===== src/alu_regs.vh =====
// Constants for the literal/file ALU datapath: opcodes, destination bits, reset values, nibble positions.
// Included by the datapath modules; holds definitions only.
`ifndef ALU_REGS_VH
`define ALU_REGS_VH

// Operation select codes
`define OP_NONE                   3'h0
`define OP_SUB_W_FROM_LITERAL     3'h1
`define OP_XOR_LITERAL_WITH_ACC   3'h2
`define OP_SUB_W_FROM_FILE        3'h3
`define OP_XOR_ACC_WITH_FILE      3'h4
`define OP_SWAP_FILE_NIBBLES      3'h5

// Destination bit values
`define DEST_ACC                  1'h0
`define DEST_FILE                 1'h1

// Reset values
`define ACC_RESET                 8'h00
`define FLAG_RESET                1'h0
`define BYTE_ZERO                 8'h00

// Nibble field positions
`define NIB_LO_MSB                3
`define NIB_HI_LSB                4

`endif


===== src/alu_sub8.v =====
// Eight-bit subtractor giving result, carry (no borrow) and digit carry.
// Purely combinational; used by the datapath top.
`timescale 1ns/1ps
`include "alu_regs.vh"

module alu_sub8 #(
  parameter WIDTH = 8
) (
  // Operands
  input  wire [WIDTH-1:0] minuend_in,
  input  wire [WIDTH-1:0] subtrahend_in,
  // Results
  output wire [WIDTH-1:0] diff_out,
  output wire             carry_out,
  output wire             digit_carry_out
);

  wire [WIDTH:0] full_sum;
  wire [`NIB_HI_LSB:0] low_sum;

  // Two's complement subtract: a + ~b + 1, carry high means no borrow
  assign full_sum        = {1'b0, minuend_in} + {1'b0, ~subtrahend_in} + {{WIDTH{1'b0}}, 1'b1};
  assign low_sum         = {1'b0, minuend_in[`NIB_LO_MSB:0]} +
                           {1'b0, ~subtrahend_in[`NIB_LO_MSB:0]} + 5'h01;
  assign diff_out        = full_sum[WIDTH-1:0];
  assign carry_out       = full_sum[WIDTH];
  assign digit_carry_out = low_sum[`NIB_HI_LSB];

endmodule // alu_sub8


===== src/literal_file_alu_ops.v =====
// Datapath for five byte operations: subtract and XOR against a literal or a
// file register, and file nibble swap. Holds the working register and flags.
// Assumes decoded opcode, literal, file data and destination come from core
// logic on the same clock, valid in the cycle op_valid_in is high.
//
// Summary of operation
// RULE_01 - Literal minus working register into working register; C, DC, Z updated.
// RULE_02 - Working register XOR literal into working register; only Z updated.
// RULE_03 - File register minus working register; C, DC, Z updated; address 0..127.
// RULE_04 - Working register XOR file register; only Z updated.
// RULE_05 - Swap file register nibbles; no status flag changes.
// RULE_06 - Register forms write working register when dest 0, file when 1.
// RULE_07 - Subtract carry/digit carry set on no borrow; zero set on zero result.
`timescale 1ns/1ps
`include "alu_regs.vh"

module literal_file_alu_ops #(
  parameter WIDTH = 8,
  parameter ADDR_W = 7
) (
  // Clock and reset
  input  wire              clk_in,
  input  wire              rst_b_in,
  // Decoded instruction
  input  wire              op_valid_in,
  input  wire [2:0]        op_sel_in,
  input  wire [WIDTH-1:0]  literal_in,
  input  wire [ADDR_W-1:0] file_addr_in,
  input  wire [WIDTH-1:0]  file_data_in,
  input  wire              dest_in,
  // File write-back
  output reg               file_wr_out,
  output reg  [ADDR_W-1:0] file_wr_addr_out,
  output reg  [WIDTH-1:0]  file_wr_data_out,
  // Architectural state
  output reg  [WIDTH-1:0]  acc_out,
  output reg               carry_flag_out,
  output reg               digit_carry_flag_out,
  output reg               zero_flag_out
);

  // Timing: an operation is taken at the rising edge on which op_valid_in
  // is high and completes at that same edge. W, the flags and the write
  // strobe all change there, so the next operation already sees the new W.
  // Fetching the file operand is the core's job: file_data_in must carry
  // the addressed register in the same cycle as the opcode.
  // A file write issued here reaches the file one cycle later, so a
  // back-to-back operation on the same address needs forwarding in the core.
  // Unused op_sel_in codes, and op_valid_in low, leave all state untouched
  // and keep the write strobe low.
  // The subtractor sits on the W output directly; W must not be written
  // elsewhere in the same cycle, or the subtract would see a stale value.
  // Literal forms ignore dest_in entirely.

  // Decode results
  reg  [WIDTH-1:0]  result_next;
  reg               use_file_dest;
  reg               write_acc;
  reg               upd_cz;
  reg               upd_z;

  // Subtractor operand and results
  reg  [WIDTH-1:0]  sub_a;
  wire [WIDTH-1:0]  diff;
  wire              sub_c;
  wire              sub_dc;

  // Qualified state-change enables
  wire              acc_wr_en;
  wire              file_wr_en;
  wire              flag_cz_en;
  wire              flag_z_en;

  // Zero detect used by several operations
  function is_zero;
    input [WIDTH-1:0] val;
    begin
      is_zero = (val == {WIDTH{1'b0}});
    end
  endfunction

  // Exchange the two nibbles of a byte
  function [WIDTH-1:0] swap_nibbles;
    input [WIDTH-1:0] val;
    begin
      swap_nibbles = {val[`NIB_LO_MSB:0], val[WIDTH-1:`NIB_HI_LSB]};
    end
  endfunction

  // Bitwise exclusive-OR of the working register with a second operand
  function [WIDTH-1:0] xor_bytes;
    input [WIDTH-1:0] a;
    input [WIDTH-1:0] b;
    begin
      xor_bytes = a ^ b;
    end
  endfunction

  // Shared subtractor: minuend is literal or file, subtrahend is W
  // One subtractor serves both subtract forms; only the minuend mux differs,
  // which keeps the carry and digit-carry logic identical for both.
  alu_sub8 #(
    .WIDTH           (WIDTH)
  ) u_sub (
    .minuend_in      (sub_a),
    .subtrahend_in   (acc_out),
    .diff_out        (diff),
    .carry_out       (sub_c),
    .digit_carry_out (sub_dc)
  );

  // Opcode map on op_sel_in:
  //   1        literal minus W, to W
  //   2        W xor literal, to W
  //   3        file minus W, to destination
  //   4        W xor file, to destination
  //   5        file nibbles swapped, to destination
  //   0, 6, 7  no operation

  // Operation decode and result select
  always @* begin
    sub_a         = file_data_in;
    result_next   = `BYTE_ZERO;
    use_file_dest = 1'b0;
    write_acc     = 1'b0;
    upd_cz        = 1'b0;
    upd_z         = 1'b0;
    case (op_sel_in)
      `OP_SUB_W_FROM_LITERAL: begin
        // RULE_01 literal minus W
        sub_a       = literal_in;
        result_next = diff;
        write_acc   = 1'b1;
        upd_cz      = 1'b1;
      end
      `OP_XOR_LITERAL_WITH_ACC: begin
        // RULE_02 literal XOR, Z only
        result_next = xor_bytes(acc_out, literal_in);
        write_acc   = 1'b1;
        upd_z       = 1'b1;
      end
      `OP_SUB_W_FROM_FILE: begin
        // RULE_03 file minus W
        result_next   = diff;
        use_file_dest = 1'b1;
        upd_cz        = 1'b1;
      end
      `OP_XOR_ACC_WITH_FILE: begin
        // RULE_04 file XOR, Z only
        result_next   = xor_bytes(acc_out, file_data_in);
        use_file_dest = 1'b1;
        upd_z         = 1'b1;
      end
      `OP_SWAP_FILE_NIBBLES: begin
        // RULE_05 nibble exchange, flags held
        result_next   = swap_nibbles(file_data_in);
        use_file_dest = 1'b1;
      end
      default: begin
        result_next = `BYTE_ZERO;
      end
    endcase
  end

  // Qualify decode with op_valid_in; refused codes leave everything alone
  // RULE_06 destination decode
  assign acc_wr_en  = op_valid_in && (write_acc || (use_file_dest && dest_in == `DEST_ACC));
  assign file_wr_en = op_valid_in && use_file_dest && (dest_in == `DEST_FILE);
  // RULE_07 flag update enables
  assign flag_cz_en = op_valid_in && upd_cz;
  assign flag_z_en  = op_valid_in && (upd_cz || upd_z);

  // Working register: literal forms always, register forms when dest is 0
  always @(posedge clk_in or negedge rst_b_in) begin
    if (!rst_b_in) begin
      acc_out <= `ACC_RESET;
    end else begin
      // RULE_06 destination select
      if (acc_wr_en) begin
        acc_out <= result_next;
      end
    end
  end

  // Status flags: carry and digit carry from subtracts, zero from all but swap
  always @(posedge clk_in or negedge rst_b_in) begin
    if (!rst_b_in) begin
      carry_flag_out       <= `FLAG_RESET;
      digit_carry_flag_out <= `FLAG_RESET;
      zero_flag_out        <= `FLAG_RESET;
    end else begin
      // RULE_07 carry means no borrow
      if (flag_cz_en) begin
        carry_flag_out       <= sub_c;
        digit_carry_flag_out <= sub_dc;
      end
      // RULE_07 zero on zero result
      if (flag_z_en) begin
        zero_flag_out <= is_zero(result_next);
      end
    end
  end

  // File write-back: one-cycle strobe, address and data hold until next write
  always @(posedge clk_in or negedge rst_b_in) begin
    if (!rst_b_in) begin
      file_wr_out      <= 1'b0;
      file_wr_addr_out <= {ADDR_W{1'b0}};
      file_wr_data_out <= `BYTE_ZERO;
    end else begin
      file_wr_out <= file_wr_en;
      // RULE_06 file destination
      if (file_wr_en) begin
        file_wr_addr_out <= file_addr_in;
        file_wr_data_out <= result_next;
      end
    end
  end

endmodule // literal_file_alu_ops


===== config.mk =====
export PLATFORM = sky130hd
export DESIGN_NAME = literal_file_alu_ops
export DESIGN_NICKNAME = d
export VERILOG_FILES = /design/src/alu_sub8.v /design/src/literal_file_alu_ops.v
export VERILOG_INCLUDE_DIRS = /design/src
export SDC_FILE = /design/constraint.sdc
export NUM_CORES = 1
export LEC_CHECK = 0
export BUFFER_PORTS_ARGS = -buffer_cell sky130_fd_sc_hd__buf_4
export CELL_PAD_IN_SITES_DETAIL_PLACEMENT = 1
export CELL_PAD_IN_SITES_GLOBAL_PLACEMENT = 2
export CORE_MARGIN = 3
export CORE_UTILIZATION = 33
export DETAILED_ROUTE_END_ITERATION = 16
export PLACE_DENSITY_LB_ADDON = 0.3
export SLEW_MARGIN = 40
export SYNTH_ARGS = -nofsm -noshare
export SYNTH_HDL_FRONTEND = slang
export SYNTH_SLANG_ARGS = --single-unit

===== constraint.sdc =====
create_clock -name clk_in -period 4.6 [get_ports clk_in]
set_input_delay 0.92 -clock clk_in [delete_from_list [all_inputs] [get_ports clk_in]]
set_output_delay 0.92 -clock clk_in [all_outputs]
set_load 0.02 [all_outputs]

==> summary.txt <==
Status
  • Outcome: finished, final reports clean

Synth
  • Cells after Synth: between 200 and 250
  • EDFF count, synth: 0
  • Post-synthesis mux area share: a little under a tenth
  • Largest family of logic cells by synthesized area: compound AO/OA/AOI/OAI gates
  • Synth Area in Compound Gates: roughly 26%
  • Adder and majority gate portion of the synthesized area: under 10%
  • Simple-gate share of the synthesized area: 12.6%
  • Sequential share of the synthesized area: between 30% and 40%
  • Synth Area in XOR/XNOR: under 10%
  • Synth cell types: 53
  • Syn. warnings: 0
  • Syn Std Cell Area: ~2000 um^2
  • Async SR Flop Fraction: 100%
  • Mapped Nets: between 200 and 300
  • Synth Flop Type: dfrtp_1
  • Syn Area/Cell: 9.26 um^2
  • FF+latch count, synth: 27

Place
  • Dpl cells: around 340
  • RePlAce Congestion: 0.861
  • Port Buffer Count: 56
  • Dpl ws: 0.680 ns
  • Hpwl dp: 4880 um

Power and ir drop
  • Pwr Density: 437 nW/um^2
  • Final Power: about 1100 uW
  • Pleak: roughly 0.0011 uW
  • Worst VDD drop: 0.265 mV

GRT
  • Vias in the first global route: a little under 2000
  • Initial antenna violation count: 0
  • Largest net degree at the start of global routing: 28
  • Total track usage: approximately 18%
  • First-pass GRT wire length: just over 10000 um
  • Grt ovf: 0

Layout
  • Non-Filler Instances: around 340
  • Most used cells in the layout excluding fill and tap cells: buf_4 (58), dfrtp_1 (27), nand2_1 (19), o21ai_0 (19), a21oi_1 (17)
  • Share of layout cells above drive strength 1: 31.8%
  • Layout Utilization: roughly 44%
  • Number of nets in the layout: a little over 300
  • Layout overhead on the synthesized area: 26.8%
  • Most common cell after layout, fill and taps aside: buf_4
  • ANT cells: 0

Floorplanning
  • Initial core utilization: a little over a third
  • Core ar.: roughly 5600 um^2
  • DIE WIDTH: 83.3 um
  • Die ar.: between 6000 and 7000 um^2
  • Die height: roughly 83 um
  • # rows: 27
  • I/O Pins: between 50 and 60

Critical path
  • Top delay family on crit path: simple AND/OR/NAND/NOR gates
  • Worst setup EP type: flip-flop
  • Startpoint Class: primary input
  • Buf/Inv on CP: 2
  • WP data required: between 4 and 5 ns
  • Critical path class: primary input to flip-flop
  • CP max stage delay: around 0.44 ns
  • CP max-delay cell: nor2_2
  • Data arrival, critical path: around 3.9 ns
  • Critical path peak fanout: 16
  • Critical-path cell list: buf_4, nand2b_1, nor2_2, mux2i_1, ha_1, inv_1, fa_1, xnor2_1, nor2_1, a311o_1, o21ai_1, nor3b_1, a41o_1

STA
  • Fin crit period: roughly 3.6 ns
  • Worst slew margin: 57.8%
  • Setup_tns: 0 ns
  • RSZ-0062 raised after global routing: no
  • Final Hold Violating Endpoints: 0
  • Slew Limit Fails: 0
  • Tightest Pin Transition: approximately 0.63 ns
  • Worst Skew: 0.00722 ns
  • Setup WS post-layout: 0.962 ns
  • Max frequency: between 200 and 300 MHz
  • Setup-failing EPs final: 0
  • Fin crit share: 79.1%

Detailed routing
  • Initial DRC count: roughly 130
  • Via count: 1828
  • Drt first pass iters: 4
  • Post-route ant nets: 0
  • Routed WL: between 6000 and 7000 um
  • Routed wl met3: approximately 220 um
  • Max Used Layer: met4
  • WL/cell: 18.1 um
  • Routed vias/inst: 5.39
  • Residual DRC: 0
  • Post-route met1 wirelength: between 2000 and 3000 um
  • DR WL met2: 2870 um

Clocking
  • Clk root buf: clkbuf_8
  • Worst-Skew Late Latency: ~0.27 ns
  • Post-CTS Setup Repair Bufs: 0
  • Hold buffers post-CTS: 0
  • Clk sinks: 27
  • Total CTS buffers: 3
  • TritonCTS clock tree: done
  • PostCTS Resize Cnt: 0
  • H-tree levels: 1
  • Max clock buf depth: 2
  • Clock transition at path regs: 0.09 ns

Min path
  • Worst Hold Class: flip-flop to flip-flop

Flow run
  • Maxcap violations: 0
## cells in the mapped netlist (3+ instances only)
master    count  area, um^2
dfrtp_1      27         676
nand2_1      19        71.3
o21ai_0      19        95.1
a21oi_1      17        85.1
mux2_2       13         146
inv_1        12        45.0
nor2_1       10        37.5
xnor2_1      10        87.6
ha_1          9         113
nand2b_1      8        50.1
xor2_1        5        43.8
nand3_1       4        20.0
a31oi_1       3        18.8
buf_2         3        15.0
mux2i_1       3        30.0
nor2b_1       3        18.8
o221ai_1      3        26.3
## state kept, by name (all words and copies together) (netlist names)
name and count:
acc_out 8, zero_flag_out 1, carry_flag_out 1, file_wr_out 1
file_wr_data_out 8, file_wr_addr_out 7, digit_carry_flag_out 1
## layer usage
layer / GRT usage, % / vias to the layer above
met1: 25.2 / 883
met4: 5.05 / 0
met2: 29.6 / 46
li1: - / 887
met5: 0 / -
met3: 1.79 / 12
## cell families (layout without fill, tap and decap cells)
group,Yosys count,count (layout)
XOR/XNOR,15,15
buffers and inverters,20,74
AND/OR/NAND/NOR,52,52
multiplexers,17,17
adder cells (fa/ha/maj),10,10
AO/OA/AOI/OAI,72,72
flip-flops,27,27
## final timing paths
check	end	from	slack, ns	depth (start not counted)
max	zero_flag_out$_DFFE_PN0P_	op_sel_in[2]	0.96	13
min	file_wr_addr_out[0]$_DFFE_PN0P_	file_wr_addr_out[0]$_DFFE_PN0P_	0.50	1
max reg2reg	zero_flag_out$_DFFE_PN0P_	acc_out[0]$_DFFE_PN0P_	2.24	9
min reg2reg	file_wr_addr_out[0]$_DFFE_PN0P_	file_wr_addr_out[0]$_DFFE_PN0P_	0.50	1
max in group asynchronous	acc_out[6]$_DFFE_PN0P_	rst_b_in	3.80	1
min in group asynchronous	file_wr_data_out[3]$_DFFE_PN0P_	rst_b_in	0.54	1
## metrics by stage
step | area, um^2 | hold slack, ns
detailed placement | 2450 | 0.489
global placement | 2450 | 0.482
global route | 2500 | 0.526
floorplan | 1970 | 0.580
CTS | 2500 | 0.511
finish | 2500 | 0.502
## layout make-up
type	count	area (um^2)
clock buffer	3	41.3
clock inverter	1	5.00
fill	677	3140
inverter	12	45.0
multi-input combinational	166	1210
sequential	27	676
tap	72	90.1
timing repair buffer	58	435
## report_power, final
part,switching [uW],total (uW),leakage (uW),internal [uW]
clock,71.3,132,0.0000255,60.6
sequential,63.8,363,0.000330,299
combinational,332,599,0.000750,268
(Power assumes the default switching activity.)
